`src/dsm_pkg.sv`:
```
// constants, states and field layout of the drive state machine
//
// Behaviour
// RULE1 - master steers via command word, reads status word
// RULE2 - initialising: motor off, parameter writes refused
// RULE3 - idle states: motor off, parameter writes accepted
// RULE4 - enabled, quick stop, reaction: motor energised
// RULE5 - fault with alarm: motor off, writes accepted
// RULE6 - 250 ms preparation gates motion, then ready
// RULE7 - master waits 250 ms or ready before motion
// RULE8 - decode shutdown, switch on, disable, quick stop, reset
// RULE9 - 1111 enables operation; 0111 disables operation
// RULE10 - switch on needs network, power, release, torque, test
// RULE11 - power-up enters not-ready-to-switch-on
// RULE12 - init done advances to switch-on-disabled
// RULE13 - quick stop option 1..3: stop, then disabled
// RULE14 - any alarm: fault reaction, then fault
// RULE15 - switched on, stopped, drop condition: ready
// RULE16 - enabled, stopped, drop condition: ready, motor off
// RULE17 - status word low bits encode state
// RULE18 - network lost while moving: alarm 81h, fault
// RULE19 - unmatched command leaves state unchanged
// RULE20 - fault reset edge, alarm gone: switch-on-disabled
`default_nettype none
package dsm_pkg;
	// object indices
	localparam logic [15:0] DSM_CMD_WORD_IDX = 16'h6040;
	localparam logic [15:0] DSM_STATUS_WORD_IDX = 16'h6041;
	localparam logic [15:0] DSM_CMD_WORD_RST = 16'h0000;
	localparam logic [15:0] DSM_STATUS_WORD_RST = 16'h0000;
	// command word fields
	localparam int DSM_CW_FAULT_RESET = 7;
	localparam logic [3:0] DSM_CW_SWITCH_ON = 4'h7;
	localparam logic [3:0] DSM_CW_ENABLE_OP = 4'hF;
	// status word fields
	localparam int DSM_SW_READY = 0;
	localparam int DSM_SW_SWITCHED_ON = 1;
	localparam int DSM_SW_OP_ENABLED = 2;
	localparam int DSM_SW_FAULT = 3;
	localparam int DSM_SW_VOLTAGE = 4;
	localparam int DSM_SW_QUICK_STOP = 5;
	localparam int DSM_SW_ON_DISABLED = 6;
	// alarm code and quick stop option range
	localparam logic [7:0] DSM_NET_ALARM_CODE = 8'h81;
	localparam logic [7:0] DSM_NO_ALARM_CODE = 8'h00;
	localparam logic signed [15:0] DSM_QSO_MIN = 16'sh0001;
	localparam logic signed [15:0] DSM_QSO_MAX = 16'sh0003;
	// preparation time after entering operation enabled
	localparam int DSM_PREP_TIME_MS = 250;
	localparam int DSM_CLK_KHZ = 10_000;
	localparam int DSM_PREP_CYCLES = DSM_PREP_TIME_MS * DSM_CLK_KHZ;
	localparam int DSM_PREP_CNT_W = 22;
	// drive states, one-hot
	typedef enum logic [7:0] {
		DSM_NOT_READY = 8'h01,
		DSM_ON_DISABLED = 8'h02,
		DSM_READY = 8'h04,
		DSM_SWITCHED_ON = 8'h08,
		DSM_OP_ENABLED = 8'h10,
		DSM_QUICK_STOP = 8'h20,
		DSM_FAULT_REACT = 8'h40,
		DSM_FAULT = 8'h80
	} dsm_state_t;
endpackage
`default_nettype wire

```
`src/dsm_cmd_decode.sv`:
```
// command word decoder with fault reset edge detection
`default_nettype none
module dsm_cmd_decode
	import dsm_pkg::*;
(
	// clock, reset, enable
	input wire logic core_clk,
	input wire logic rst_n,
	input wire logic ce,
	// stored command word
	input wire logic [15:0] cmd_word,
	// decoded commands
	output logic cmd_shutdown,
	output logic cmd_switch_on,
	output logic cmd_enable_op,
	output logic cmd_disable_voltage,
	output logic cmd_quick_stop,
	output logic fault_reset_pulse
);
	typedef struct packed {
		logic reset_bit;
	} dsm_dec_regs_t;

	dsm_dec_regs_t q, d;

	// patterns are mutually exclusive by construction
	assign cmd_disable_voltage = !cmd_word[1]; // [RULE8]
	assign cmd_quick_stop = cmd_word[1] && !cmd_word[2]; // [RULE8]
	assign cmd_shutdown = cmd_word[2:0] == 3'h6; // [RULE8]
	assign cmd_switch_on = cmd_word[3:0] == DSM_CW_SWITCH_ON; // [RULE9]
	assign cmd_enable_op = cmd_word[3:0] == DSM_CW_ENABLE_OP; // [RULE9]
	// only a rising edge counts, a held bit resets once
	assign fault_reset_pulse = ce && cmd_word[DSM_CW_FAULT_RESET]
		&& !q.reset_bit; // [RULE8]

	// remember last fault reset bit
	always_comb begin
		d = q;
		d.reset_bit = cmd_word[DSM_CW_FAULT_RESET];
	end

	// state register
	always_ff @(posedge core_clk) begin
		if (!rst_n) begin
			q <= '0;
		end else if (ce) begin
			q <= d;
		end
	end
endmodule
`default_nettype wire

```
`src/dsm_prep_timer.sv`:
```
// preparation timer for operation enabled
`default_nettype none
module dsm_prep_timer
	import dsm_pkg::*;
#(
	parameter int unsigned CYCLES = DSM_PREP_CYCLES
) (
	// clock, reset, enable
	input wire logic core_clk,
	input wire logic rst_n,
	input wire logic ce,
	// timing
	input wire logic run,
	output logic done
);
	localparam logic [DSM_PREP_CNT_W-1:0] LAST =
		DSM_PREP_CNT_W'(CYCLES - 1);

	typedef struct packed {
		logic [DSM_PREP_CNT_W-1:0] cnt;
		logic done;
	} dsm_tmr_regs_t;

	dsm_tmr_regs_t q, d;

	assign done = q.done;

	// counts from entry, clears as soon as run drops
	always_comb begin
		d = q;
		if (!run) begin
			d.cnt = '0;
			d.done = 1'b0;
		end else if (!q.done) begin
			d.cnt = q.cnt + 1'b1;
			d.done = q.cnt == LAST; // [RULE6]
		end
	end

	// state register
	always_ff @(posedge core_clk) begin
		if (!rst_n) begin
			q <= '0;
		end else if (ce) begin
			q <= d;
		end
	end
endmodule
`default_nettype wire

```
`src/dsm_top.sv`:
```
// drive state machine: command word, status word, motor enable
`default_nettype none
module dsm_top
	import dsm_pkg::*;
#(
	parameter int unsigned PREP_CYCLES = DSM_PREP_CYCLES
) (
	// clock, reset, enable
	input wire logic core_clk,
	input wire logic rst_n,
	input wire logic ce,
	// object access from the network master
	input wire logic [15:0] obj_index,
	input wire logic obj_wr,
	input wire logic [15:0] obj_wdata,
	input wire logic obj_rd,
	output logic obj_wr_ok,
	output logic obj_wr_err,
	output logic obj_rvalid,
	output logic [15:0] obj_rdata,
	// local conditions
	input wire logic init_done,
	input wire logic net_operational,
	input wire logic main_power_ok,
	input wire logic power_removal_active,
	input wire logic motor_release_in,
	input wire logic torque_off_monitor_output,
	input wire logic test_op_active,
	input wire logic alarm_in,
	input wire logic motor_moving,
	input wire logic [15:0] qstop_option_code,
	// motion gating
	input wire logic motion_cmd,
	output logic motion_cmd_go,
	// drive outputs
	output logic motor_energise,
	output logic param_write_allowed,
	output logic operation_ready_output,
	output logic [15:0] status_word,
	output logic [7:0] alarm_code,
	output logic [7:0] drive_state
);
	typedef struct packed {
		dsm_state_t st;
		logic net_alarm;
		logic motor;
		logic param_ok;
		logic [15:0] cmd;
		logic [15:0] status;
		logic [7:0] alarm_code;
		logic rvalid;
		logic [15:0] rdata;
		logic wr_ok;
		logic wr_err;
	} dsm_regs_t;

	dsm_regs_t q, d;
	logic c_shut, c_on, c_enop, c_dv, c_qs, c_frst;
	logic prep_done, drop, can_on, net_fault, alarm_any, qso_stop;

	dsm_cmd_decode u_dec (
		.core_clk(core_clk),
		.rst_n(rst_n),
		.ce(ce),
		.cmd_word(q.cmd),
		.cmd_shutdown(c_shut),
		.cmd_switch_on(c_on),
		.cmd_enable_op(c_enop),
		.cmd_disable_voltage(c_dv),
		.cmd_quick_stop(c_qs),
		.fault_reset_pulse(c_frst)
	);

	dsm_prep_timer #(.CYCLES(PREP_CYCLES)) u_prep (
		.core_clk(core_clk),
		.rst_n(rst_n),
		.ce(ce),
		.run(q.st == DSM_OP_ENABLED),
		.done(prep_done)
	);

	// local condition terms
	assign drop = !net_operational || !main_power_ok
		|| power_removal_active || motor_release_in;
	assign can_on = net_operational && main_power_ok && !motor_release_in
		&& !torque_off_monitor_output && !test_op_active; // [RULE10]
	assign net_fault = !net_operational && motor_moving
		&& (q.st == DSM_OP_ENABLED || q.st == DSM_QUICK_STOP); // [RULE18]
	assign alarm_any = alarm_in || q.net_alarm;
	assign qso_stop = $signed(qstop_option_code) >= DSM_QSO_MIN
		&& $signed(qstop_option_code) <= DSM_QSO_MAX;

	// outputs
	assign motor_energise = q.motor;
	assign param_write_allowed = q.param_ok;
	assign operation_ready_output = prep_done; // [RULE6]
	// motion is held off until preparation completes
	// ready lags one cycle on leaving, so the state gates it too
	assign motion_cmd_go = motion_cmd && prep_done
		&& q.st == DSM_OP_ENABLED; // [RULE6]
	assign status_word = q.status;
	assign alarm_code = q.alarm_code;
	assign drive_state = q.st;
	assign obj_wr_ok = q.wr_ok;
	assign obj_wr_err = q.wr_err;
	assign obj_rvalid = q.rvalid;
	assign obj_rdata = q.rdata;

	// next state: object access, then transitions, then outputs
	always_comb begin
		d = q;
		d.wr_ok = 1'b0;
		d.wr_err = 1'b0;
		d.rvalid = 1'b0;
		// command word is the only steering path
		if (obj_wr) begin
			if (obj_index == DSM_CMD_WORD_IDX) begin
				d.cmd = obj_wdata; // [RULE1]
				d.wr_ok = 1'b1;
			end else if (obj_index == DSM_STATUS_WORD_IDX || !q.param_ok) begin
				d.wr_err = 1'b1; // [RULE2]
			end else begin
				d.wr_ok = 1'b1; // [RULE3]
			end
		end
		if (obj_rd) begin
			d.rvalid = 1'b1;
			if (obj_index == DSM_CMD_WORD_IDX) begin
				d.rdata = q.cmd;
			end else if (obj_index == DSM_STATUS_WORD_IDX) begin
				d.rdata = q.status; // [RULE1]
			end else begin
				d.rdata = '0;
			end
		end
		if (net_fault) begin
			d.net_alarm = 1'b1; // [RULE18]
		end
		// unmatched patterns fall through with no change [RULE19]
		unique case (q.st)
			DSM_NOT_READY: begin
				if (init_done) begin
					d.st = DSM_ON_DISABLED; // [RULE12]
				end
			end
			DSM_ON_DISABLED: begin
				if (alarm_any) begin
					d.st = DSM_FAULT_REACT; // [RULE14]
				end else if (c_shut) begin
					d.st = DSM_READY; // [RULE8]
				end
			end
			DSM_READY: begin
				if (alarm_any) begin
					d.st = DSM_FAULT_REACT; // [RULE14]
				end else if (c_dv || c_qs) begin
					d.st = DSM_ON_DISABLED; // [RULE8]
				end else if (c_on && can_on) begin
					d.st = DSM_SWITCHED_ON; // [RULE10]
				end else if (c_enop && can_on) begin
					d.st = DSM_OP_ENABLED; // [RULE9]
				end
			end
			DSM_SWITCHED_ON: begin
				if (alarm_any) begin
					d.st = DSM_FAULT_REACT; // [RULE14]
				end else if (c_dv || c_qs) begin
					d.st = DSM_ON_DISABLED; // [RULE8]
				end else if (c_shut || (!motor_moving && drop)) begin
					d.st = DSM_READY; // [RULE15]
				end else if (c_enop) begin
					d.st = DSM_OP_ENABLED; // [RULE9]
				end
			end
			DSM_OP_ENABLED: begin
				if (alarm_any || net_fault) begin
					d.st = DSM_FAULT_REACT; // [RULE14]
				end else if (c_dv) begin
					d.st = DSM_ON_DISABLED; // [RULE8]
				end else if (c_qs) begin
					d.st = DSM_QUICK_STOP; // [RULE8]
				end else if (c_shut || (!motor_moving && drop)) begin
					d.st = DSM_READY; // [RULE16]
				end else if (c_on) begin
					d.st = DSM_SWITCHED_ON; // [RULE9]
				end
			end
			DSM_QUICK_STOP: begin
				if (alarm_any || net_fault) begin
					d.st = DSM_FAULT_REACT; // [RULE14]
				end else if (c_dv || (qso_stop && !motor_moving)) begin
					d.st = DSM_ON_DISABLED; // [RULE13]
				end else if (c_enop) begin
					d.st = DSM_OP_ENABLED; // [RULE9]
				end
			end
			DSM_FAULT_REACT: begin
				// keep torque until the axis has stopped
				if (!motor_moving) begin
					d.st = DSM_FAULT; // [RULE14]
				end
			end
			DSM_FAULT: begin
				if (c_frst && !alarm_in) begin
					d.st = DSM_ON_DISABLED; // [RULE20]
					d.net_alarm = 1'b0;
				end
			end
			default: begin
				// illegal code: restart as from power-up
				d.st = DSM_NOT_READY;
			end
		endcase
		// outputs follow the next state so they align with it
		d.motor = d.st inside {DSM_OP_ENABLED, DSM_QUICK_STOP,
			DSM_FAULT_REACT}; // [RULE4] [RULE5]
		d.param_ok = d.st != DSM_NOT_READY; // [RULE2] [RULE5]
		d.alarm_code = d.net_alarm ? DSM_NET_ALARM_CODE
			: DSM_NO_ALARM_CODE; // [RULE18]
		d.status = DSM_STATUS_WORD_RST;
		if (d.st != DSM_NOT_READY) begin
			d.status[DSM_SW_VOLTAGE] = main_power_ok;
		end
		// state encoding of the low status bits
		unique case (d.st)
			DSM_ON_DISABLED: begin
				d.status[DSM_SW_ON_DISABLED] = 1'b1; // [RULE17]
				d.status[DSM_SW_QUICK_STOP] = 1'b1;
			end
			DSM_READY: begin
				d.status[DSM_SW_QUICK_STOP] = 1'b1; // [RULE17]
				d.status[DSM_SW_READY] = 1'b1;
			end
			DSM_SWITCHED_ON: begin
				d.status[DSM_SW_QUICK_STOP] = 1'b1; // [RULE17]
				d.status[DSM_SW_SWITCHED_ON:DSM_SW_READY] = 2'h3;
			end
			DSM_OP_ENABLED, DSM_FAULT_REACT: begin
				d.status[DSM_SW_QUICK_STOP] = 1'b1; // [RULE17]
				d.status[DSM_SW_OP_ENABLED:DSM_SW_READY] = 3'h7;
				d.status[DSM_SW_FAULT] = d.st == DSM_FAULT_REACT;
			end
			DSM_QUICK_STOP: begin
				d.status[DSM_SW_OP_ENABLED:DSM_SW_READY] = 3'h7; // [RULE17]
			end
			DSM_FAULT: begin
				d.status[DSM_SW_QUICK_STOP] = 1'b1; // [RULE17]
				d.status[DSM_SW_FAULT] = 1'b1;
			end
			default: begin
				d.status[DSM_SW_VOLTAGE] = 1'b0;
			end
		endcase
	end

	// state register; power-up lands in not ready [RULE11]
	always_ff @(posedge core_clk) begin
		if (!rst_n) begin
			q <= '0;
			q.st <= DSM_NOT_READY;
			q.cmd <= DSM_CMD_WORD_RST;
			q.status <= DSM_STATUS_WORD_RST;
		end else if (ce) begin
			q <= d;
		end
	end
endmodule
`default_nettype wire

```
`config.mk`:
```
export PLATFORM = sky130hd
export DESIGN_NAME = dsm_top
export DESIGN_NICKNAME = d
export VERILOG_FILES = /design/src/dsm_pkg.sv /design/src/dsm_cmd_decode.sv /design/src/dsm_prep_timer.sv /design/src/dsm_top.sv
export SDC_FILE = /design/constraint.sdc
export NUM_CORES = 1
export LEC_CHECK = 0
export BUFFER_PORTS_ARGS = -buffer_cell sky130_fd_sc_hd__buf_2
export CAP_MARGIN = 30
export CELL_PAD_IN_SITES_DETAIL_PLACEMENT = 0
export CELL_PAD_IN_SITES_GLOBAL_PLACEMENT = 1
export CORE_ASPECT_RATIO = 1.75
export CORE_UTILIZATION = 34
export CTS_BUF_LIST = sky130_fd_sc_hd__clkbuf_4 sky130_fd_sc_hd__clkbuf_8 sky130_fd_sc_hd__clkbuf_16
export CTS_CLUSTER_SIZE = 30
export DETAILED_ROUTE_END_ITERATION = 10
export PLACE_DENSITY = 0.87
export SYNTH_ARGS = -nofsm -noshare
export SYNTH_HDL_FRONTEND = slang
export SYNTH_SLANG_ARGS = --single-unit
```
`constraint.sdc`:
```
create_clock -name core_clk -period 2.2 [get_ports core_clk]
set_input_delay 0.11 -clock core_clk [delete_from_list [all_inputs] [get_ports core_clk]]
set_output_delay 0.11 -clock core_clk [all_outputs]
set_load 0.02 [all_outputs]
```
==> flow_summary_export.csv, run 1 <==
group,metric,value,unit
grt,antenna_found_initial,0,
placed_design,gp_congestion,0.929,
setup_path,crit_type,"flop to flop",
setup_path,crit_path_max_fanout,6,
logic_synthesis,ys_ff_latch,76,
setup_path,critPathLaunch,"drive_state[4]",
clock_tree,worstSkewPairLatency,0.33,ns
logic_synthesis,netlist_instances,533,
routing,routed_wl,13300,microns
layout,nFillCells,1257,
setup_path,r2r_start,"drive_state[4]",
logic_synthesis,synth_edf_count,0,
run,maxCapViolations,0,
timing,tns,0,ns
layout,multiInputGateArea,0.00237,sq mm
power,cellPowerDensity,639,mW/mm^2
layout,final-instance-count-excl-fill,806,
placed_design,io_buffers,102,
logic_synthesis,synth_area_leader_cell,"dfxtp_1",
outcome,status,"completed",
routing,vias,4284,
clock_tree,clk_pin_slew,0.06,ns
placed_design,dp_hpwl,10500,microns
timing,fin_skew,0.00952,ns
grt,grt_pass1_wl,21000,microns
grt,grt_pass1_vias,4162,
setup_path,rr_worst_depth,8,
hold_path,hold_end,"q[58]",
die,initial_core_util,35.3,%
clock_tree,cts-root-buf,"clkbuf_16",
timing,fmax,465,MHz
routing,drc,0,
die,rows,53,
timing,finalHoldViolations,0,
logic_synthesis,yosysSeqAreaShare,35.5,%
clock_tree,cts_buffer_depth,2,
setup_path,end_kind,"flop",
logic_synthesis,synth_ff_type,"dfxtp_1",
layout,final_common_cell,"buf_2",
routing,maxUsedRoutingLayer,"met4",
setup_path,cp.required,2.46,ns
setup_path,ff2ff_setup_slack,0.05,ns
timing,setup_viol,0,
power,p_int,2.64,mW
layout,antenna_cells,0,
routing,vias_per_cell,5.32,
timing,relSlewSlack,59.9,%
hold_path,holdPathStages,3,
setup_path,critPathLaunchType,"flop",
grt,grt_max_degree,35,
timing,worst_pin_slew,0.601,ns
logic_synthesis,synth_top_area_share,35.5,%
setup_path,r2r-end,"status_word[5]",
timing,slew_viol_final,0,
grt,track_usage,20.8,%
power,power_frac_comb,8.9,%
clock_tree,cts_buffers,9,
power,p_clk_share,50.2,%
clock_tree,hold_buffers,0,
logic_synthesis,async_reset_ff_share,0,%
timing,rsz0062_at_grt,"true",
layout,final_cell_mix,"buf_2 (102), nand2_1 (75), dfxtp_1 (75), buf_4 (50)",
logic_synthesis,synth.area.top_cells,"dfxtp_1 (35%), buf_4 (8.8%), nand2_1 (6.6%), a21boi_0 (5.8%), o21ai_0 (3.3%)",
routing,drt_first_pass_iters,5,
logic_synthesis,avgSynthCellArea,8.04,sq um
hold_path,min_path_type,"input pin to flop",
clock_tree,h-tree-depth,3,
layout,layout-drive-gt1-share,30.3,%
routing,wl_met3,571,microns
hold_path,min_from,"obj_wdata[15]",
logic_synthesis,netlist_area,0.00429,sq mm
clock_tree,cts_tree,"yes",
grt,grt_overflow,0,
layout,fin_nets,700,
placed_design,dp_cells,789,
logic_synthesis,synthDistinctLibCells,70,
routing,ant_nets,0,
power,power.leakage,2.17,nW
routing,wire_per_inst,16.5,microns
setup_path,critPathArrivalTime,2.41,ns
die,die_area,0.0131,sq mm
die,core,0.0121,sq mm
layout,seqCellArea,0.00152,sq mm
die,die_height,151,microns
power,vdd_drop_max,0.000644,V
layout,syn2layout_area_growth,25.5,%
power,sequentialPowerShare,40.9,%
die,dieWidth,86.9,microns
power,p_sw,801,uW
power,power,3.44,mW
clock_tree,cts_sinks,76,
routing,m1WireLength,4690,microns
timing,post-route-min-period,2.15,ns
power,switching_share,23.3,%
logic_synthesis,ys_warn_count,0,
routing,dr_wl_met2,7610,microns
timing,finalCritPeriodShare,97.7,%
routing,drtIter0Drc,259,
die,ios,118,
==> per-layer routing <==
| layer | vias up | global-route usage, % |
|---|---|---|
| met5 | - | 0 |
| met4 | 0 | 9.08 |
| met3 | 28 | 3.45 |
| met2 | 148 | 40.6 |
| met1 | 2037 | 20.9 |
| li1 | 2071 | - |
==> sequential cells by signal, indices dropped and copies added, names as in the netlist <==
register,flops
obj_rdata,16
drive_state,8
status_word,7
u_prep.q,22
param_write_allowed,1
u_dec.q,1
u_prep.done,1
alarm_code,1
q,16
obj_rvalid,1
obj_wr_err,1
obj_wr_ok,1
==> cell usage after synthesis (7+ instances only) <==
library cell	count
a31oi_1	8
o21ai_0	28
nand3_1	20
inv_1	8
a222oi_1	7
buf_4	50
nor3_1	15
nor2_1	34
a21oi_1	16
nor2b_1	13
nand4_1	15
nor4_1	14
a21boi_0	33
nand2_1	75
dfxtp_1	76
clkbuf_1	21
==> layout make-up <==
type,instances,area share (%)
clock buffer,9,4.19
clock inverter,7,2.30
inverter,8,0.558
multi-input combinational,388,44.1
sequential,76,28.3
tap,165,3.84
timing repair buffer,153,16.7
==> timing repair <==
action / in CTS / in global routing
buffers inserted: 0 / 1
endpoints found under the setup margin: 0 / 10
gates resized for setup: 0 / 15
hold endpoints to repair: 0 / 0
==> critical path, cell delays in order (launching register included) <==
cell and delay [ns]:
dfxtp_1 0.36, buf_4 0.17, nor4_1 0.29, buf_4 0.20, nand2_1 0.09, o21ai_0 0.45
nor4_1 0.15, and3_1 0.22, a31oi_1 0.15
==> per-stage QoR <==
step                util (%)  worst slack (ns)  instance area (sq um)  hold WS (ns)
finish                  44.3            0.0506                   5380        0.0272
global route            44.3           0.00624                   5380        0.0366
CTS                     43.7            0.0348                   5300        0.0223
detailed placement      40.8            0.0498                   4950         0.370
global placement        40.8            0.0751                   4950         0.364
floorplan                  -             0.106                   4340         0.255
==> cells by family after synthesis <==
group | count (synthesis) | synth area share [%]
compound gates | 124 | 20.2
xor+xnor | 9 | 1.84
fa+ha+maj | 1 | 0.292
buf+inv | 83 | 12.0
flops | 76 | 35.5
mux | 3 | 0.700
other cells | 1 | 0.0875
simple gates | 236 | 29.4
==> worst max path at each step <==
stage,slack [ns],endpoint,cells after the start
after floorplan,0.11,u_prep.q[12],7
after global placement,0.08,status_word[5],7
after detailed placement,0.05,u_prep.q[12],7
after CTS,0.03,u_prep.q[12],7
after global routing,0.006,u_prep.q[12],7
final,0.05,status_word[5],8
==> power by group through the flow <==
stage	clock network, mW	registers [mW]	logic [mW]
after floorplan	0	1.44	0.190
after global placement	0	1.44	0.293
after detailed placement	0	1.44	0.297
after CTS	1.74	1.41	0.298
after global routing	1.81	1.41	0.331
final	1.72	1.41	0.306
No activity file was read; power rests on OpenSTA's default activity.
==> inputs of run 2 (changes only) <==
CORE_MARGIN = 5   (was unset)
==> run 2 against run 1 <==
  * Register-to-register slack got worse by 0.02 ns
  * Critical path depth decreased by 3
  * Power decreased by 8.9%
  * Combinational power about the same
  * Count of clock-buffer cells in the layout unchanged
  * Critical path type unchanged
==> flow_summary_export.csv, run 2 (synthesis results as in run 1) <==
group,metric,value,unit
hold_path,min_path_type,"input pin to flop",
grt,grtUsageMet2,35.1,%
clock_tree,clk_pin_slew,0.06,ns
routing,drtIter0Drc,207,
setup_path,r2r-end,"drive_state[1]",
hold_path,min_from,"obj_wdata[12]",
die,die_height,159,microns
placed_design,gp_congestion,0.892,
clock_tree,cts_sinks,76,
timing,setup_ws,0.0286,ns
timing,setup_viol,0,
setup_path,r2r_start,"drive_state[7]",
grt,grt_overflow,0,
placed_design,dp_worst_setup_slack,0.0368,ns
hold_path,hold_end,"q[55]",
timing,rsz0062_at_grt,"false",
layout,syn2layout_area_growth,24.8,%
grt,grt_pass1_vias,4353,
setup_path,cp.required,2.48,ns
layout,nFillCells,1282,
power,power,3.13,mW
power,vdd_drop_max,0.000369,V
clock_tree,cts_tree,"yes",
routing,routed_wl,14100,microns
layout,top_register,"u_prep.q",
outcome,status,"completed",
timing,post-route-min-period,2.17,ns
routing,ant_nets,0,
setup_path,critPathArrivalTime,2.45,ns
layout,final_cell_mix,"buf_2 (102), nand2_1 (75), dfxtp_1 (75), buf_4 (60), nor2_1 (34)",
die,ios,118,
clock_tree,worstSkewPairLatency,0.34,ns
setup_path,crit_path_max_fanout,3,
setup_path,rr_worst_depth,5,
timing,finalCritPeriodShare,98.7,%
grt,grt_pass1_wl,21800,microns
clock_tree,cts_buffers,9,
die,dieWidth,94.9,microns
layout,layout-drive-gt1-share,30.1,%
grt,antenna_found_initial,0,
layout,fin_nets,710,
die,core,0.0124,sq mm
routing,vias_per_cell,5.27,
grt,grt_max_degree,36,
die,rows,54,
routing,vias,4320,
power,power.leakage,2.17,nW
timing,fmax,461,MHz
grt,top_usage_layer,"met2",
timing,slew_viol_final,0,
layout,antenna_cells,0,
clock_tree,cts_buffer_depth,2,
routing,wire_per_inst,17.2,microns
grt,track_usage,18.9,%
grt,use_met3,3.17,%
hold_path,holdPathStages,3,
clock_tree,cts-root-buf,"clkbuf_16",
power,cellPowerDensity,585,mW/mm^2
layout,final_common_cell,"buf_2",
run,maxCapViolations,0,
clock_tree,hold_buffers,0,
routing,drt_first_pass_iters,5,
clock_tree,h-tree-depth,3,
placed_design,dp_hpwl,11300,microns
setup_path,end_kind,"flop",
layout,largest_reg_flops,22,
setup_path,crit_type,"flop to flop",
grt,met1_usage,18.0,%
timing,tns,0,ns
die,die_area,0.0150,sq mm
setup_path,ff2ff_setup_slack,0.03,ns
routing,drc,0,
timing,worst_pin_slew,0.725,ns
placed_design,io_buffers,102,
timing,relSlewSlack,51.2,%
setup_path,critPathLaunchType,"flop",
timing,finalHoldViolations,0,
die,initial_core_util,34.5,%
timing,fin_skew,0.00650,ns
[run 2: cell count changes in the layout (fill, tap and decap cells not counted), sizes merged]
cell      change
buf          +10
bufinv        -3
inv           +3
clkinv        -2
clkinvlp      +2
[run 2: layer usage]
layer,vias to the layer above,part of all wire [%],wire length (microns)
met5,-,0,0
met4,0,6.9,973
met3,62,5.1,712
met2,171,54,7580
met1,1998,34,4810
li1,2089,-,-
[run 2: final cells by class]
class,count,area [sq um],area share [%]
inverters,8,30.0,0.561
repair buffers,163,972,18.2
flip-flops and latches,76,1520,28.5
clock inverters,7,58.8,1.10
clock buffers,9,225,4.21
multi-input cells,388,2330,43.6
well taps,168,210,3.93
[run 2: critical path, cell delays in order, from the launching register on]
cell and delay (ns):
dfxtp_1 0.32, or4_4 0.54, or3_1 0.44, nor3_1 0.44, o41a_1 0.23, o21a_1 0.14
[run 2: power by group]
group	internal, mW	switching, mW
registers	1.39	0.0165
clock network	0.782	0.633
logic	0.127	0.182
[run 2: stage by stage]
stage / utilization [%] / hold slack, ns / std cells / area [sq um]
floorplan: - / 0.255 / 547 / 4340
global placement: 40.5 / 0.368 / 803 / 5030
detailed placement: 40.5 / 0.378 / 803 / 5030
CTS: 42.8 / 0.0151 / 819 / 5320
global route: 43.0 / 0.0351 / 819 / 5350
finish: 43.0 / 0.0245 / 819 / 5350
[run 2: how the worst max path moves through the flow]
stage,start,end,slack (ns),depth (start not counted)
final,drive_state[7],drive_state[1],0.03,5
after global routing,drive_state[7],u_prep.q[12],0.008,7
after CTS,drive_state[7],u_prep.q[12],0.01,7
after detailed placement,drive_state[7],u_prep.q[12],0.04,7
after global placement,drive_state[7],drive_state[1],0.07,5
after floorplan,drive_state[7],u_prep.q[12],0.11,7
[run 2: repair_timing]
item	in CTS	in global routing
resized for setup	0	7
endpoints found under the setup margin	0	11
buffers inserted	0	0
==> inputs of run 3 (changes only) <==
CORE_UTILIZATION = 41   (was 34)
PLACE_DENSITY = 0.95   (was 0.87)
clock period = 2.7 ns   (was 2.2 ns; I/O delays follow)
==> run 3 against run 2 <==
  * Setup slack gained 0.23 ns
  * Fmax shrank 11%
  * Sequential cell count is the same
  * Cell area shrank 6.7%
  * Non-clock buffer count shrank 44
  * Final cell count shrank 10%
  * Combinational power shrank 27%
  * First-iteration DRC count shrank 2.4%
  * Count of clock-buffer cells in the layout is the same
  * Critical path type unchanged
  * Critical endpoint is now u_prep.q[19]
==> flow_summary_export.csv, run 3 (synthesis results as in run 1) <==
group,metric,value,unit
setup_path,cp.required,2.97,ns
grt,antenna_found_initial,0,
die,ios,118,
setup_path,cp.depth,5,
setup_path,ff2ff_setup_slack,0.26,ns
timing,post-route-min-period,2.44,ns
placed_design,io_buffers,102,
routing,drtIter0Drc,202,
setup_path,path_buf_inv,0,
die,initial_core_util,41.9,%
timing,worst_pin_slew,0.781,ns
grt,grt_pass1_vias,4291,
setup_path,setup.worst_path.end,"u_prep.q[19]",
die,die_height,145,microns
setup_path,slowest_delay,0.77,ns
clock_tree,cts_sinks,76,
routing,vias,4161,
grt,grt_max_degree,33,
grt,grt_pass1_wl,21100,microns
layout,fin_nets,666,
timing,setup_ws,0.257,ns
timing,slew_viol_final,0,
layout,antenna_cells,0,
grt,met1_usage,19.3,%
timing,rsz0062_at_grt,"false",
clock_tree,ctsResizeCount,0,
routing,drc,0,
power,power.leakage,1.97,nW
layout,top_register,"u_prep.q",
grt,grt_overflow,0,
die,rows,49,
setup_path,r2r_start,"drive_state[7]",
clock_tree,cts_tree,"yes",
layout,final_common_cell,"buf_2",
placed_design,gp_congestion,0.928,
layout,multiInputGateArea,0.00231,sq mm
clock_tree,hold_buffers,0,
clock_tree,cts_buffers,9,
clock_tree,worstSkewPairLatency,0.34,ns
clock_tree,cts_buffer_depth,2,
layout,syn2layout_area_growth,16.4,%
layout,seqCellArea,0.00152,sq mm
setup_path,r2r-end,"u_prep.q[19]",
placed_design,dp_hpwl,10500,microns
routing,drt_first_pass_iters,5,
setup_path,crit_chain,"or4_1 -> nor3_4 -> nand2_1 -> or4b_1 -> a31oi_1",
grt,use_met3,4.88,%
layout,nFillCells,1033,
clock_tree,postCtsSetupRepairBufs,0,
timing,tns,0,ns
power,vdd_drop_max,0.000356,V
routing,routed_wl,13200,microns
routing,wire_per_inst,18.0,microns
setup_path,critPathSlowestCell,"or4_1",
timing,finalHoldViolations,0,
routing,vias_per_cell,5.67,
placed_design,dp_worst_setup_slack,0.233,ns
clock_tree,clk_pin_slew,0.06,ns
layout,final_cell_mix,"buf_2 (102), dfxtp_1 (76), nand2_1 (75), nor2_1 (34), a21boi_0 (33)",
die,die_area,0.0127,sq mm
grt,track_usage,21.1,%
timing,fin_skew,0.00903,ns
timing,fmax,409,MHz
outcome,status,"completed",
timing,finalCritPeriodShare,90.5,%
die,dieWidth,87.3,microns
run,maxCapViolations,0,
timing,relSlewSlack,47.5,%
clock_tree,cts-root-buf,"clkbuf_16",
routing,ant_nets,0,
setup_path,cp_top_family,"simple AND/OR/NAND/NOR gates",
grt,grtUsageMet2,39.4,%
grt,top_usage_layer,"met2",
setup_path,critPathArrivalTime,2.71,ns
die,core,0.0102,sq mm
setup_path,critPathLaunch,"drive_state[7]",
power,cellPowerDensity,544,mW/mm^2
layout,largest_reg_flops,22,
timing,setup_viol,0,
layout,layout-drive-gt1-share,24.2,%
setup_path,crit_path_max_fanout,8,
setup_path,rr_worst_depth,5,
hold_path,min_path_type,"input pin to flop",
setup_path,critPathLaunchType,"flop",
setup_path,end_kind,"flop",
clock_tree,h-tree-depth,3,
setup_path,crit_type,"flop to flop",
run 3: cell count changes in the layout (fill, tap and decap cells not counted), sizes merged:
| cell | delta |
|---|---|
| buf | -44 |
| bufinv | +2 |
| clkinv | +1 |
| clkinvlp | -2 |
| inv | -1 |
run 3: where the power goes:
part           internal (mW)  switching, mW
Sequential              1.13         0.0159
Combinational         0.0867          0.140
Clock                  0.825          0.511
Total                   2.05          0.667
run 3: how the worst min path moves through the flow:
stage / startpoint / to / slack (ns) / cells after the start
2_1_floorplan: obj_wdata[10] / q[53] / 0.28 / 2
3_3_place_gp: obj_wdata[9] / q[52] / 0.39 / 3
3_5_place_dp: obj_wdata[11] / q[54] / 0.39 / 3
4_1_cts: obj_wdata[11] / q[54] / 0.03 / 3
5_1_grt: obj_wdata[9] / q[52] / 0.04 / 3
6_report: obj_wdata[11] / q[54] / 0.04 / 3
run 3: metal layers:
layer	up-vias	part of all wire [%]
li1	2003	-
met1	1961	33
met2	152	55
met3	45	5.5
met4	0	5.9
met5	-	0
run 3: layout make-up:
type	count	share of cell area (%)
flip-flops and latches	76	30.5
well taps	127	3.18
clock inverters	7	2.13
clock buffers	9	4.51
inverters	8	0.602
multi-input cells	388	46.3
repair buffers	119	12.8
run 3: metrics by stage:
| step | cell area, sq um | instances | total power [mW] | hold slack (ns) | util (%) |
|---|---|---|---|---|---|
| 2_1_floorplan | 4340 | 547 | 1.33 | 0.280 | - |
| 3_3_place_gp | 4650 | 718 | 1.39 | 0.388 | 45.4 |
| 3_5_place_dp | 4650 | 718 | 1.40 | 0.394 | 45.4 |
| 4_1_cts | 4980 | 734 | 2.73 | 0.0310 | 48.7 |
| 5_1_grt | 4990 | 734 | 2.80 | 0.0394 | 48.7 |
| 6_report | 4990 | 734 | 2.71 | 0.0373 | 48.7 |
run 3: worst reg2reg max path, stage by stage, from the launching register on:
cell,delay [ns]
dfxtp_1,0.36
or4_1,0.77
nor3_4,0.31
nand2_1,0.21
or4b_1,0.55
a31oi_1,0.17
